### src/acc_defines.vh
// Constants for the converter control block
`ifndef ACC_DEFINES_VH
`define ACC_DEFINES_VH
`define ACC_IDX_TIMING     12'h0ef
`define ACC_IDX_CHANNEL    12'h0d8
`define ACC_IDX_DATA_LOW   12'h0d9
`define ACC_IDX_DATA_HIGH  12'h0da
// Byte address is four times the index, one aligned word each
`define ACC_OFF_TIMING     (`ACC_IDX_TIMING << 2)
`define ACC_OFF_CHANNEL    (`ACC_IDX_CHANNEL << 2)
`define ACC_OFF_DATA_LOW   (`ACC_IDX_DATA_LOW << 2)
`define ACC_OFF_DATA_HIGH  (`ACC_IDX_DATA_HIGH << 2)
`define ACC_OFF_CAL_OFFSET 12'h100
`define ACC_OFF_CAL_GAIN   12'h104
`define ACC_OFF_IRQ_STATUS 12'h108
`define ACC_OFF_IRQ_MASK   12'h10c
`define ACC_OFF_DMA_ADDR   12'h110
`define ACC_OFF_DMA_COUNT  12'h114
`define ACC_TIMING_RESET   8'h20
`define ACC_CHANNEL_RESET  8'h00
`define ACC_CAL_OFFSET_RST 12'h800
`define ACC_CAL_GAIN_RST   12'h800
`define ACC_MODE_HI        7
`define ACC_MODE_LO        6
`define ACC_CLKDIV_HI      5
`define ACC_CLKDIV_LO      4
`define ACC_ACQ_HI         3
`define ACC_ACQ_LO         2
`define ACC_TIMER_EN       1
`define ACC_EXT_EN         0
`define ACC_DONE_BIT       7
`define ACC_DMA_BIT        6
`define ACC_CONT_BIT       5
`define ACC_SINGLE_BIT     4
`define ACC_CONV_CLOCKS    5'd17
`define ACC_EXT_MIN_NS     100
`define ACC_CLK_PERIOD_NS  5
`define ACC_EXT_MIN_CYC    ((`ACC_EXT_MIN_NS + `ACC_CLK_PERIOD_NS - 1) / `ACC_CLK_PERIOD_NS)
`endif

### src/acc_clock_divider.v
// Converter clock enable divider
`timescale 1ns/1ps
module acc_clock_divider (
    input  wire       clk,
    input  wire       reset,
    input  wire [1:0] div_sel,
    output reg        tick
);
    reg  [2:0] count_reg;
    wire [2:0] limit = (3'h1 << div_sel) - 3'h1;

    always @(posedge clk) begin
        if (reset) begin
            count_reg <= 3'h0;
            tick      <= 1'b0;
        end else if (count_reg >= limit) begin
            count_reg <= 3'h0;
            tick      <= 1'b1;
        end else begin
            count_reg <= count_reg + 3'h1;
            tick      <= 1'b0;
        end
    end
endmodule

### src/acc_pin_filter.v
// Three-stage synchroniser and low-pulse detector for the start pin
`timescale 1ns/1ps
module acc_pin_filter #(
    parameter MIN_CYC = 20
) (
    input  wire clk,
    input  wire reset,
    input  wire pin_n,
    output reg  fall_pulse
);
    reg        s1_reg;
    reg        s2_reg;
    reg        s3_reg;
    reg        level_reg;
    reg  [7:0] low_cnt_reg;

    always @(posedge clk) begin
        if (reset) begin
            s1_reg      <= 1'b1;
            s2_reg      <= 1'b1;
            s3_reg      <= 1'b1;
            level_reg   <= 1'b1;
            low_cnt_reg <= 8'h00;
            fall_pulse  <= 1'b0;
        end else begin
            s1_reg     <= pin_n;
            s2_reg     <= s1_reg;
            s3_reg     <= s2_reg;
            fall_pulse <= 1'b0;
            if (s2_reg == s3_reg)
                level_reg <= s3_reg;
            // Fires once per low pulse, after it has stood long enough
            if (level_reg) begin
                low_cnt_reg <= 8'h00;
            end else if (low_cnt_reg < MIN_CYC[7:0]) begin
                low_cnt_reg <= low_cnt_reg + 8'h01;
                if (low_cnt_reg == MIN_CYC[7:0] - 8'h01)
                    fall_pulse <= 1'b1;
            end
        end
    end
endmodule

### src/acc_conversion_control.v
// Converter control with AXI4-Lite register slave
`timescale 1ns/1ps
`include "acc_defines.vh"
module acc_conversion_control (
    input  wire        clk,
    input  wire        reset,
    input  wire [11:0] s_axi_awaddr,
    input  wire        s_axi_awvalid,
    output wire        s_axi_awready,
    input  wire [31:0] s_axi_wdata,
    input  wire [3:0]  s_axi_wstrb,
    input  wire        s_axi_wvalid,
    output wire        s_axi_wready,
    output reg  [1:0]  s_axi_bresp,
    output reg         s_axi_bvalid,
    input  wire        s_axi_bready,
    input  wire [11:0] s_axi_araddr,
    input  wire        s_axi_arvalid,
    output wire        s_axi_arready,
    output reg  [31:0] s_axi_rdata,
    output reg  [1:0]  s_axi_rresp,
    output reg         s_axi_rvalid,
    input  wire        s_axi_rready,
    input  wire        convert_start_pin_n,
    input  wire        timer2_overflow,
    input  wire        irq_vector_ack,
    input  wire [11:0] sar_result,
    input  wire [3:0]  dma_channel_id,
    output reg         sar_sample,
    output reg         sar_convert,
    output reg  [3:0]  mux_channel,
    output reg         analog_power_on,
    output reg         analog_standby,
    output reg         reference_power_on,
    output reg  [11:0] cal_offset,
    output reg  [11:0] cal_gain,
    output reg         dma_write,
    output reg  [23:0] dma_address,
    output reg  [15:0] dma_data,
    output reg         conversion_done_irq,
    output wire        irq
);
    localparam ST_IDLE = 2'd0;
    localparam ST_ACQ  = 2'd1;
    localparam ST_CONV = 2'd2;

    reg  [7:0]  timing_reg;
    reg  [7:0]  chan_reg;
    reg  [15:0] data_reg;
    reg  [1:0]  irq_status_reg;
    reg  [1:0]  irq_mask_reg;
    reg  [23:0] dma_count_reg;
    reg  [23:0] dma_left_reg;
    reg  [1:0]  state_reg;
    reg  [4:0]  clk_cnt_reg;
    reg  [3:0]  conv_chan_reg;
    reg         timer_armed_reg;
    reg         aw_held_reg;
    reg         w_held_reg;
    reg  [11:0] awaddr_reg;
    reg  [31:0] wdata_reg;
    reg  [3:0]  wstrb_reg;
    wire        tick;
    wire        ext_pulse;

    function [4:0] acq_clocks;
        input [1:0] code;
        begin
            acq_clocks = 5'h1 << code;
        end
    endfunction

    acc_clock_divider u_div (
        .clk     (clk),
        .reset   (reset),
        .div_sel (timing_reg[`ACC_CLKDIV_HI:`ACC_CLKDIV_LO]),
        .tick    (tick)
    );

    acc_pin_filter #(.MIN_CYC(`ACC_EXT_MIN_CYC)) u_pin (
        .clk        (clk),
        .reset      (reset),
        .pin_n      (convert_start_pin_n),
        .fall_pulse (ext_pulse)
    );

    // Write channel: address and data taken in either order
    assign s_axi_awready = !aw_held_reg && !s_axi_bvalid;
    assign s_axi_wready  = !w_held_reg && !s_axi_bvalid;
    assign s_axi_arready = !s_axi_rvalid;

    wire aw_have  = aw_held_reg || (s_axi_awvalid && s_axi_awready);
    wire w_have   = w_held_reg || (s_axi_wvalid && s_axi_wready);
    wire [11:0] wa = aw_held_reg ? awaddr_reg : s_axi_awaddr;
    wire [31:0] wd = w_held_reg ? wdata_reg : s_axi_wdata;
    wire [3:0]  ws = w_held_reg ? wstrb_reg : s_axi_wstrb;
    wire do_write = aw_have && w_have;
    wire wr_lo    = do_write && ws[0];
    wire wr_hi2   = do_write && ws[1];

    wire busy     = (state_reg != ST_IDLE);
    wire dma_on   = chan_reg[`ACC_DMA_BIT];
    wire [1:0] md = timing_reg[`ACC_MODE_HI:`ACC_MODE_LO];
    wire timer_trig = timing_reg[`ACC_TIMER_EN] && timer2_overflow && timer_armed_reg;
    wire ext_trig   = timing_reg[`ACC_EXT_EN] && ext_pulse;
    wire start_req  = (md != 2'b00) && (chan_reg[`ACC_SINGLE_BIT] || chan_reg[`ACC_CONT_BIT]
                      || dma_on || timer_trig || ext_trig);
    wire finish     = (state_reg == ST_CONV) && tick && (clk_cnt_reg == `ACC_CONV_CLOCKS - 5'd1);
    wire dma_block_end = finish && dma_on && (dma_left_reg == 24'h000001);
    wire done_event = finish && (!dma_on || dma_block_end);
    // Power must already be up on the edge that starts acquisition
    wire busy_next  = busy ? !finish : start_req;
    wire [15:0] result_word = {conv_chan_reg, sar_result};

    assign irq = |(irq_status_reg & irq_mask_reg);

    always @(posedge clk) begin
        if (reset) begin
            aw_held_reg  <= 1'b0;
            w_held_reg   <= 1'b0;
            awaddr_reg   <= 12'h000;
            wdata_reg    <= 32'h00000000;
            wstrb_reg    <= 4'h0;
            s_axi_bvalid <= 1'b0;
            s_axi_bresp  <= 2'b00;
        end else begin
            if (s_axi_awvalid && s_axi_awready && !do_write) begin
                aw_held_reg <= 1'b1;
                awaddr_reg  <= s_axi_awaddr;
            end
            if (s_axi_wvalid && s_axi_wready && !do_write) begin
                w_held_reg <= 1'b1;
                wdata_reg  <= s_axi_wdata;
                wstrb_reg  <= s_axi_wstrb;
            end
            if (do_write) begin
                aw_held_reg  <= 1'b0;
                w_held_reg   <= 1'b0;
                s_axi_bvalid <= 1'b1;
                case (wa)
                    `ACC_OFF_TIMING, `ACC_OFF_CHANNEL, `ACC_OFF_CAL_OFFSET,
                    `ACC_OFF_CAL_GAIN, `ACC_OFF_IRQ_STATUS, `ACC_OFF_IRQ_MASK,
                    `ACC_OFF_DMA_ADDR, `ACC_OFF_DMA_COUNT, `ACC_OFF_DATA_LOW,
                    `ACC_OFF_DATA_HIGH: s_axi_bresp <= 2'b00;
                    default:            s_axi_bresp <= 2'b10;
                endcase
            end else if (s_axi_bvalid && s_axi_bready) begin
                s_axi_bvalid <= 1'b0;
            end
        end
    end

    // Read channel, one cycle after the address is taken
    always @(posedge clk) begin
        if (reset) begin
            s_axi_rvalid <= 1'b0;
            s_axi_rdata  <= 32'h00000000;
            s_axi_rresp  <= 2'b00;
        end else if (s_axi_arvalid && s_axi_arready) begin
            s_axi_rvalid <= 1'b1;
            s_axi_rresp  <= 2'b00;
            case (s_axi_araddr)
                `ACC_OFF_TIMING:     s_axi_rdata <= {24'h0, timing_reg};
                `ACC_OFF_CHANNEL:    s_axi_rdata <= {24'h0, chan_reg};
                `ACC_OFF_DATA_LOW:   s_axi_rdata <= {24'h0, data_reg[7:0]};
                `ACC_OFF_DATA_HIGH:  s_axi_rdata <= {24'h0, data_reg[15:8]};
                `ACC_OFF_CAL_OFFSET: s_axi_rdata <= {20'h0, cal_offset};
                `ACC_OFF_CAL_GAIN:   s_axi_rdata <= {20'h0, cal_gain};
                `ACC_OFF_IRQ_STATUS: s_axi_rdata <= {30'h0, irq_status_reg};
                `ACC_OFF_IRQ_MASK:   s_axi_rdata <= {30'h0, irq_mask_reg};
                `ACC_OFF_DMA_ADDR:   s_axi_rdata <= {8'h0, dma_address};
                `ACC_OFF_DMA_COUNT:  s_axi_rdata <= {8'h0, dma_count_reg};
                default: begin
                    s_axi_rdata <= 32'h00000000;
                    s_axi_rresp <= 2'b10;
                end
            endcase
        end else if (s_axi_rvalid && s_axi_rready) begin
            s_axi_rvalid <= 1'b0;
        end
    end

    // Registers, sequencer and flags
    always @(posedge clk) begin
        if (reset) begin
            timing_reg          <= `ACC_TIMING_RESET;
            chan_reg            <= `ACC_CHANNEL_RESET;
            data_reg            <= 16'h0000;
            cal_offset          <= `ACC_CAL_OFFSET_RST;
            cal_gain            <= `ACC_CAL_GAIN_RST;
            irq_status_reg      <= 2'b00;
            irq_mask_reg        <= 2'b00;
            dma_address         <= 24'h000000;
            dma_count_reg       <= 24'h000000;
            dma_left_reg        <= 24'h000000;
            state_reg           <= ST_IDLE;
            clk_cnt_reg         <= 5'h00;
            conv_chan_reg       <= 4'h0;
            timer_armed_reg     <= 1'b0;
            sar_sample          <= 1'b0;
            sar_convert         <= 1'b0;
            mux_channel         <= 4'h0;
            dma_write           <= 1'b0;
            dma_data            <= 16'h0000;
            conversion_done_irq <= 1'b0;
            analog_power_on     <= 1'b0;
            analog_standby      <= 1'b0;
            reference_power_on  <= 1'b0;
        end else begin
            dma_write <= 1'b0;
            // Address stands with the strobe, then steps to the next sample
            if (dma_write)
                dma_address <= dma_address + 24'h000002;
            if (wr_lo) begin
                case (wa)
                    `ACC_OFF_TIMING:     timing_reg <= wd[7:0];
                    `ACC_OFF_CHANNEL:    chan_reg[6:0] <= wd[6:0];
                    `ACC_OFF_CAL_OFFSET: cal_offset[7:0] <= wd[7:0];
                    `ACC_OFF_CAL_GAIN:   cal_gain[7:0] <= wd[7:0];
                    `ACC_OFF_IRQ_MASK:   irq_mask_reg <= wd[1:0];
                    `ACC_OFF_DMA_ADDR:   dma_address[7:0] <= wd[7:0];
                    `ACC_OFF_DMA_COUNT:  dma_count_reg[7:0] <= wd[7:0];
                    default: ;
                endcase
            end
            if (wr_hi2) begin
                case (wa)
                    `ACC_OFF_CAL_OFFSET: cal_offset[11:8] <= wd[11:8];
                    `ACC_OFF_CAL_GAIN:   cal_gain[11:8] <= wd[11:8];
                    `ACC_OFF_DMA_ADDR:   dma_address[15:8] <= wd[15:8];
                    `ACC_OFF_DMA_COUNT:  dma_count_reg[15:8] <= wd[15:8];
                    default: ;
                endcase
            end
            if (do_write && ws[2]) begin
                if (wa == `ACC_OFF_DMA_ADDR) dma_address[23:16] <= wd[23:16];
                if (wa == `ACC_OFF_DMA_COUNT) dma_count_reg[23:16] <= wd[23:16];
            end
            // Arms on the first overflow so the second one starts
            if (!timing_reg[`ACC_TIMER_EN])
                timer_armed_reg <= 1'b0;
            else if (timer2_overflow)
                timer_armed_reg <= 1'b1;
            // Reference power always on; analog power follows mode and activity
            reference_power_on <= 1'b1;
            analog_power_on    <= (md == 2'b01) || (md[1] && busy_next);
            analog_standby     <= (md == 2'b11) && !busy_next;
            case (state_reg)
                ST_IDLE: begin
                    if (start_req) begin
                        state_reg     <= ST_ACQ;
                        clk_cnt_reg   <= 5'h00;
                        conv_chan_reg <= dma_on ? dma_channel_id
                                                : chan_reg[3:0];
                        mux_channel   <= dma_on ? dma_channel_id : chan_reg[3:0];
                        sar_sample    <= 1'b1;
                        if (dma_on && dma_left_reg == 24'h000000)
                            dma_left_reg <= dma_count_reg;
                    end
                end
                ST_ACQ: begin
                    // New triggers are not looked at here
                    if (tick) begin
                        if (clk_cnt_reg == acq_clocks(timing_reg[`ACC_ACQ_HI:`ACC_ACQ_LO]) - 5'd1) begin
                            state_reg   <= ST_CONV;
                            clk_cnt_reg <= 5'h00;
                            sar_sample  <= 1'b0;
                            sar_convert <= 1'b1;
                        end else begin
                            clk_cnt_reg <= clk_cnt_reg + 5'h01;
                        end
                    end
                end
                ST_CONV: begin
                    if (tick) begin
                        if (finish) begin
                            state_reg   <= ST_IDLE;
                            sar_convert <= 1'b0;
                            data_reg    <= result_word;
                            chan_reg[`ACC_SINGLE_BIT] <= 1'b0;
                            if (dma_on) begin
                                dma_write    <= 1'b1;
                                dma_data     <= result_word;
                                dma_left_reg <= dma_left_reg - 24'h000001;
                                if (dma_block_end)
                                    chan_reg[`ACC_DMA_BIT] <= 1'b0;
                            end
                        end else begin
                            clk_cnt_reg <= clk_cnt_reg + 5'h01;
                        end
                    end
                end
                default: state_reg <= ST_IDLE;
            endcase
            // Done flag; a new event wins over the vector clear
            if (done_event)
                chan_reg[`ACC_DONE_BIT] <= 1'b1;
            else if (irq_vector_ack)
                chan_reg[`ACC_DONE_BIT] <= 1'b0;
            conversion_done_irq <= done_event || (chan_reg[`ACC_DONE_BIT] && !irq_vector_ack);
            // Sticky status: bit0 conversion done, bit1 DMA block end
            irq_status_reg <= (irq_status_reg
                & ~((do_write && ws[0] && wa == `ACC_OFF_IRQ_STATUS) ? wd[1:0] : 2'b00))
                | {dma_block_end, done_event};
        end
    end
endmodule

### config.mk
export PLATFORM = sky130hd
export DESIGN_NAME = acc_conversion_control
export DESIGN_NICKNAME = d
export VERILOG_FILES = /design/src/acc_clock_divider.v /design/src/acc_pin_filter.v /design/src/acc_conversion_control.v
export VERILOG_INCLUDE_DIRS = /design/src
export SDC_FILE = /design/constraint.sdc
export NUM_CORES = 1
export LEC_CHECK = 0
export BUFFER_PORTS_ARGS = -buffer_cell sky130_fd_sc_hd__buf_4
export CORE_ASPECT_RATIO = 0.9
export CORE_MARGIN = 10
export CORE_UTILIZATION = 51
export DETAILED_ROUTE_END_ITERATION = 7
export PLACE_DENSITY = 0.76
export SLEW_MARGIN = 20
export SYNTH_ARGS = -nofsm -noshare
export SYNTH_HDL_FRONTEND = slang
export SYNTH_SLANG_ARGS = --single-unit
### constraint.sdc
create_clock -name clk -period 2.3 [get_ports clk]
set_input_delay 0.115 -clock clk [delete_from_list [all_inputs] [get_ports clk]]
set_output_delay 0.115 -clock clk [all_outputs]
set_load 0.02 [all_outputs]
==> Yosys cells after proc, flatten, opt, wreduce, memory -nomap -nowiden <==
Index checks and enable logic that the tools add are counted.
{ "op_classes": {"n_addsub": 7, "n_lt_le_gt_ge": 2, "n_eq_ne": 37, "shifts": 2, "muxes": 63, "bitwise": 9, "n_reduce_logical": 83} }
{ "op_table": {"columns": ["operator", "n"], "rows": [
  ["one-hot mux 24 bit (10 select lines)", 1],
  ["2-to-1 mux 24 bit", 7],
  ["== test 12 x 9 -> 1 bit, second input constant", 12],
  ["== test 12 x 10 -> 1 bit, second input constant", 8],
  ["2-to-1 mux 8 bit", 6],
  ["one-hot mux 24 bit (2 select lines)", 1],
  ["logical AND 1 bit", 27],
  ["2-to-1 mux 1 bit", 26],
  ["2-to-1 mux 5 bit", 5],
  ["adder 24 x 2 -> 24 bit, second input constant", 1],
  ["== test 24 x 1 -> 1 bit, second input constant", 1],
  ["logical NOT 24 bit", 1],
  ["subtractor 24 x 1 -> 24 bit, second input constant", 1],
  ["AND reduction 2 bit", 11],
  ["OR reduction 10 bit", 2],
  ["2-to-1 mux 2 bit", 8],
  ["nonzero test 2 bit", 8],
  ["one-hot mux 5 bit (3 select lines)", 1],
  ["AND reduction 5 bit", 3],
  ["2-to-1 mux 7 bit", 2],
  ["2-to-1 mux 12 bit", 1],
  ["!= test 2 bit, second input constant", 6],
  ["OR reduction 2 bit", 5],
  ["logical NOT 1 bit", 9],
  ["32 further kinds", 50]
]} }
{ "word_totals": {"register_bits": 263, "inputBits": 86, "out_inout_bits": 117, "word_cells": 249} }

==> Longest topological paths before layout <==
{ "depth": {"depth_word": 12, "depth_mapped": 11, "depth_no_buf": 8} }

==> By module <==
Synthesis repeated with hierarchy kept, for this count alone.
{ "unflattened": {"cells_unflattened": 1429, "hier_area_um2": 12219.2} }
{ "by_module_without_submodules": {"columns": ["mod", "instances", "cells_per_inst", "area_per_inst_um2", "seq_area_each_um2"], "rows": [
  ["acc_conversion_control", 1, 1362, 11518.5, 4724.5],
  ["acc_pin_filter", 1, 46, 481.7, 260.2],
  ["acc_clock_divider", 1, 21, 219.0, 80.1]
]} }

==> Worst setup path before layout <==
OpenSTA, ideal clock, no wires.
{ "synth_timing": {"kind": "reg2reg", "from": "register aw_held_reg", "to": "register chan_reg[6]", "setup_time_ns": 0.115, "t_arrival_ns": 2.113, "required_time_ns": 2.185, "path_slack_ns": 0.072, "stages_incl_launch_ff": 8, "n_path_buf": 1, "cell_sequence": "dfxtp_1 or4b_4 a22o_1 nor3_1 nor2b_1 buf_2 mux2_2 and3_1"} }
{ "synth_between": {"elab_chain_len": 12, "word_cells_on_any_way": 15} }
{ "synth_rtl": {"columns": ["element", "line_no", "text"], "rows": [
  ["start: declaration", "acc_conversion_control.v:58", "reg aw_held_reg;"],
  ["start signal: assignment", "acc_conversion_control.v:119", "aw_held_reg <= 1'b0;"],
  ["start signal: assignment", "acc_conversion_control.v:128", "aw_held_reg <= 1'b1;"],
  ["start signal: assignment", "acc_conversion_control.v:137", "aw_held_reg <= 1'b0;"],
  ["parallel branches: the longest is 6 deep, another holds 2-to-1 mux 12 bit", null, null],
  ["2-to-1 mux 7 bit *", "acc_conversion_control.v:214", "if (wr_lo) begin"],
  ["2-to-1 mux 1 bit", "acc_conversion_control.v:285", "if (dma_block_end)"],
  ["2-to-1 mux 1 bit", "acc_conversion_control.v:281", "if (dma_on) begin"],
  ["2-to-1 mux 1 bit", "acc_conversion_control.v:276", "if (finish) begin"],
  ["2-to-1 mux 1 bit", "acc_conversion_control.v:275", "if (tick) begin"],
  ["2-to-1 mux 1 bit *", "acc_conversion_control.v:248", "case (state_reg)"],
  ["end signal: assignment", "acc_conversion_control.v:187", "chan_reg <= `ACC_CHANNEL_RESET;"],
  ["end signal: assignment", "acc_conversion_control.v:217", "`ACC_OFF_CHANNEL: chan_reg[6:0] <= wd[6:0];"],
  ["end: declaration", "acc_conversion_control.v:48", "reg [7:0] chan_reg;"]
]} }
Every way passes the cells marked *.
A chain may end at the register's enable or synchronous reset.

==> Final worst setup path <==
{ "layout_timing": {"from": "register aw_held_reg", "to": "register cal_gain[9]"} }
{ "layout_between": {"elab_chain_len": 7, "word_cells_on_any_way": 9} }
{ "layout_rtl": {"columns": ["element", "line_no", "text"], "rows": [
  ["parallel branches: the longest is 6 deep, another holds 2-to-1 mux 12 bit", null, null],
  ["AND reduction 2 bit (no line) *", null, null],
  ["end signal: assignment", "acc_conversion_control.v:190", "cal_gain <= `ACC_CAL_GAIN_RST;"],
  ["end signal: assignment", "acc_conversion_control.v:229", "`ACC_OFF_CAL_GAIN: cal_gain[11:8] <= wd[11:8];"],
  ["end: declaration", "acc_conversion_control.v:36", "output reg [11:0] cal_gain,"]
]} }
Marked as above.

==> impl_summary.log <==
[metrics] critical path peak fanout: 5
[metrics] grt total ovfl: 0
[metrics] violations in the final reports: negative setup slack
[metrics] detailed-route vias per instance: around 6
[metrics] via count: approximately 12000
[metrics] final wirelength: 41000 um
[metrics] maximum VDD drop: 0.594 mV
[metrics] die span in x: 183 um
[metrics] global router's overall resource usage: 25.3%
[metrics] H-tree depth: 1
[metrics] IO Port Bufs: roughly 180
[metrics] total of warnings raised by yosys: 0
[metrics] Setup WS post-layout: -0.00974 ns
[metrics] Post-DRT Antenna Nets: 0
[metrics] top library cells by usage in the layout, fill and taps aside: buf_4 (275), dfxtp_1 (252), nand2_1 (203)
[metrics] share of cells above drive strength 1: 24.3%
[metrics] std cell rows: 53
[metrics] Die Outline Area: 0.0304 mm2
[metrics] Critical Path End Type: flop
[metrics] RSZ-0062 raised after global routing: true
[metrics] placed standard-cell area: 0.0142 mm2
[metrics] final number of hold-violating endpoints: 0
[metrics] category of the most critical setup path: reg -> reg
[metrics] worst clock skew on the final layout: roughly 0.027 ns
[metrics] outcome: finished with violations
[metrics] data required time of the worst path: about 2.7 ns
[metrics] count of final max-slew check failures: 0
[metrics] static leakage: approximately 0.0065 uW
[metrics] FILL cells: 1818
[metrics] Core Region: about 0.023 mm2
[metrics] Synth Flop Type: dfxtp_1
[metrics] power density over cell area: between 600 and 700 mW/mm2
[metrics] Netlist cell types: just over 80
[metrics] Post-synth EDFFs: 0
[metrics] root cell of the clock tree: clkbuf_16
[metrics] # IOs: 203
[metrics] Detailed Route Iter0 Violations: 1043
[metrics] layout net count: around 1800
[metrics] area grow syn2layout: 31.4%
[metrics] Synth area leaders: dfxtp_1 (42%), mux2i_1 (7.6%), nand2_1 (6.3%)
[metrics] HPWL after detailed placement: 29300 um
[metrics] Final Core Density: between 60% and 70%
[metrics] height of the die: 166 um
[metrics] Initial Utilization: approximately 52%
[metrics] share of async-settable or async-resettable flops after synthesis: 0%
[metrics] number of clock buffers inserted by TritonCTS: 26
[metrics] CP arrival: approximately 2.7 ns
[metrics] final-report setup violation count: 4
[metrics] synthesized instance count: roughly 1400
[metrics] post-synth top area cell: dfxtp_1
[metrics] gpl congestion: 0.934
[metrics] antenna violations before repair: 2
[metrics] first-pass iteration count of the detailed router: 6
[metrics] sequential share of the synthesized area: 41.7%
[metrics] clock period minus final worst setup slack: approximately 2.3 ns
[metrics] CTS max path bufs: 3
[metrics] detailed-route DRC error count: 0
[metrics] worst min-delay path category: in -> reg
[metrics] worst-margin pin slew: 1.23 ns
[metrics] area of the multi-input gates: 0.00673 mm2
[metrics] final period utilization: 100%
[metrics] total of max-cap violations: 0
[metrics] register cell area after layout: 0.00507 mm2
[metrics] clock-pin slew of the registers on the worst-case setup and hold paths: 0.07 ns
[metrics] clock tree from TritonCTS: built
[metrics] per-instance average area after synthesis: 8.52 um2
[metrics] sort of element at the start of the critical path: flop
[metrics] vias in the first global route: 11400
[metrics] post-synthesis instance area: 0.0121 mm2
[metrics] first-pass GRT wire length: 63200 um
[metrics] portion of synthesized cell area occupied by the leading cell type: roughly two fifths
[metrics] routed wire length per instance: between 20 and 25 um
[metrics] Design Area, Final: 0.0159 mm2
[metrics] Skew-Pair Late Insertion Delay: 0.55 ns
[metrics] leading cell type in the layout, fill and taps excluded: buf_4
[metrics] headroom to the max-slew limit: 17.1%
[metrics] largest net degree at the start of global routing: 221
[metrics] count of clock tree sinks: 253
[metrics] highest clock frequency the design can meet: 0.433 GHz
[metrics] number of register bits inferred by synthesis: 253
## report_power, final
| group | leakage [uW] | switching, uW | internal [uW] |
|---|---|---|---|
| clock network | 0.000428 | 1790 | 2510 |
| registers | 0.00204 | 64.7 | 4470 |
| logic | 0.00400 | 575 | 430 |
## worst max-delay path: stages, from the launching register on
cell and delay (ns):
dfxtp_4 0.36, buf_6 0.12, or4_4 0.43, a22oi_4 0.29, nand2b_1 0.15, or4b_4 0.58
mux2i_1 0.18, nor2_1 0.05
## cells in the mapped netlist, types with 11 or more instances
| cell | count |
|---|---|
| buf_2 | 14 |
| clkbuf_1 | 71 |
| mux2_2 | 36 |
| o21ai_0 | 34 |
| nand3_1 | 49 |
| and3_1 | 11 |
| nand4_1 | 15 |
| inv_1 | 19 |
| mux2i_1 | 92 |
| xor2_1 | 14 |
| buf_4 | 13 |
| nor2b_1 | 12 |
| ha_1 | 16 |
| nand2b_1 | 15 |
| nor3_1 | 36 |
| dfxtp_1 | 253 |
| nand2_1 | 203 |
| xnor2_1 | 19 |
| or2_2 | 13 |
| a21oi_1 | 122 |
| a211oi_1 | 33 |
| a22oi_1 | 21 |
| nor2_1 | 153 |
## per-stage QoR
step	setup TNS [ns]	hold slack (ns)	worst slack (ns)	power, uW	std cells
after floorplan	0	0.214	0.0718	5140	1434
after global placement	-0.169	0.298	-0.0531	5470	1912
after detailed placement	-0.423	0.304	-0.116	5500	1912
after CTS	0	0.0868	0.00155	9830	2022
after global routing	-0.777	0.135	-0.0913	10100	2029
final	-0.0332	0.113	-0.00974	9840	2029
## routing by layer
metal  part of all wire, %  track usage, %  wire length (um)
met5                     0               0                 0
met4                   3.9            9.97              1600
met3                    10            7.17              4090
met2                    45            39.8             18600
met1                    41            32.0             16700
## cells by family (layout without fill, tap and decap cells)
logic type | after synthesis | in the layout | synth area share (%)
and+or+nand+nor | 574 | 574 | 22.6
AOI/OAI and AO/OA | 298 | 298 | 16.2
DFF | 253 | 253 | 41.7
muxes | 129 | 129 | 11.1
buffers and inverters | 121 | 412 | 4.35
xor gates and xnor gates | 33 | 33 | 2.38
adders and majority gates | 16 | 16 | 1.65
other | 1 | 12 | 0.0309
## cell type report
type	count	share of cell area (%)
repair buffers	346	17.7
diodes	2	0.0314
clock buffers	42	5.08
flip-flops and latches	253	31.8
clock inverters	4	0.353
multi-input cells	1060	42.2
inverters	20	0.471
well taps	302	2.37
## timing repair
action | CTS | global route
hold buffers | 62 | 0
setup endpoints to repair | 27 | 65
hold endpoints to repair | 86 | 0
pin swaps | 2 | 7
gates resized for setup | 9 | 30
setup buffers | 2 | 6
## path summary, 6_finish.rpt
check / cells past startpoint / slack, ns / start / endpoint
max: 7 / -0.01 / aw_held_reg / cal_gain[9]
min: 4 / 0.11 / s_axi_awvalid / aw_held_reg
max reg2reg: 7 / -0.01 / aw_held_reg / cal_gain[9]
min reg2reg: 1 / 0.45 / u_div.count_reg[0] / u_div.count_reg[0]
Note: power is estimated with default switching activity, not from simulation.
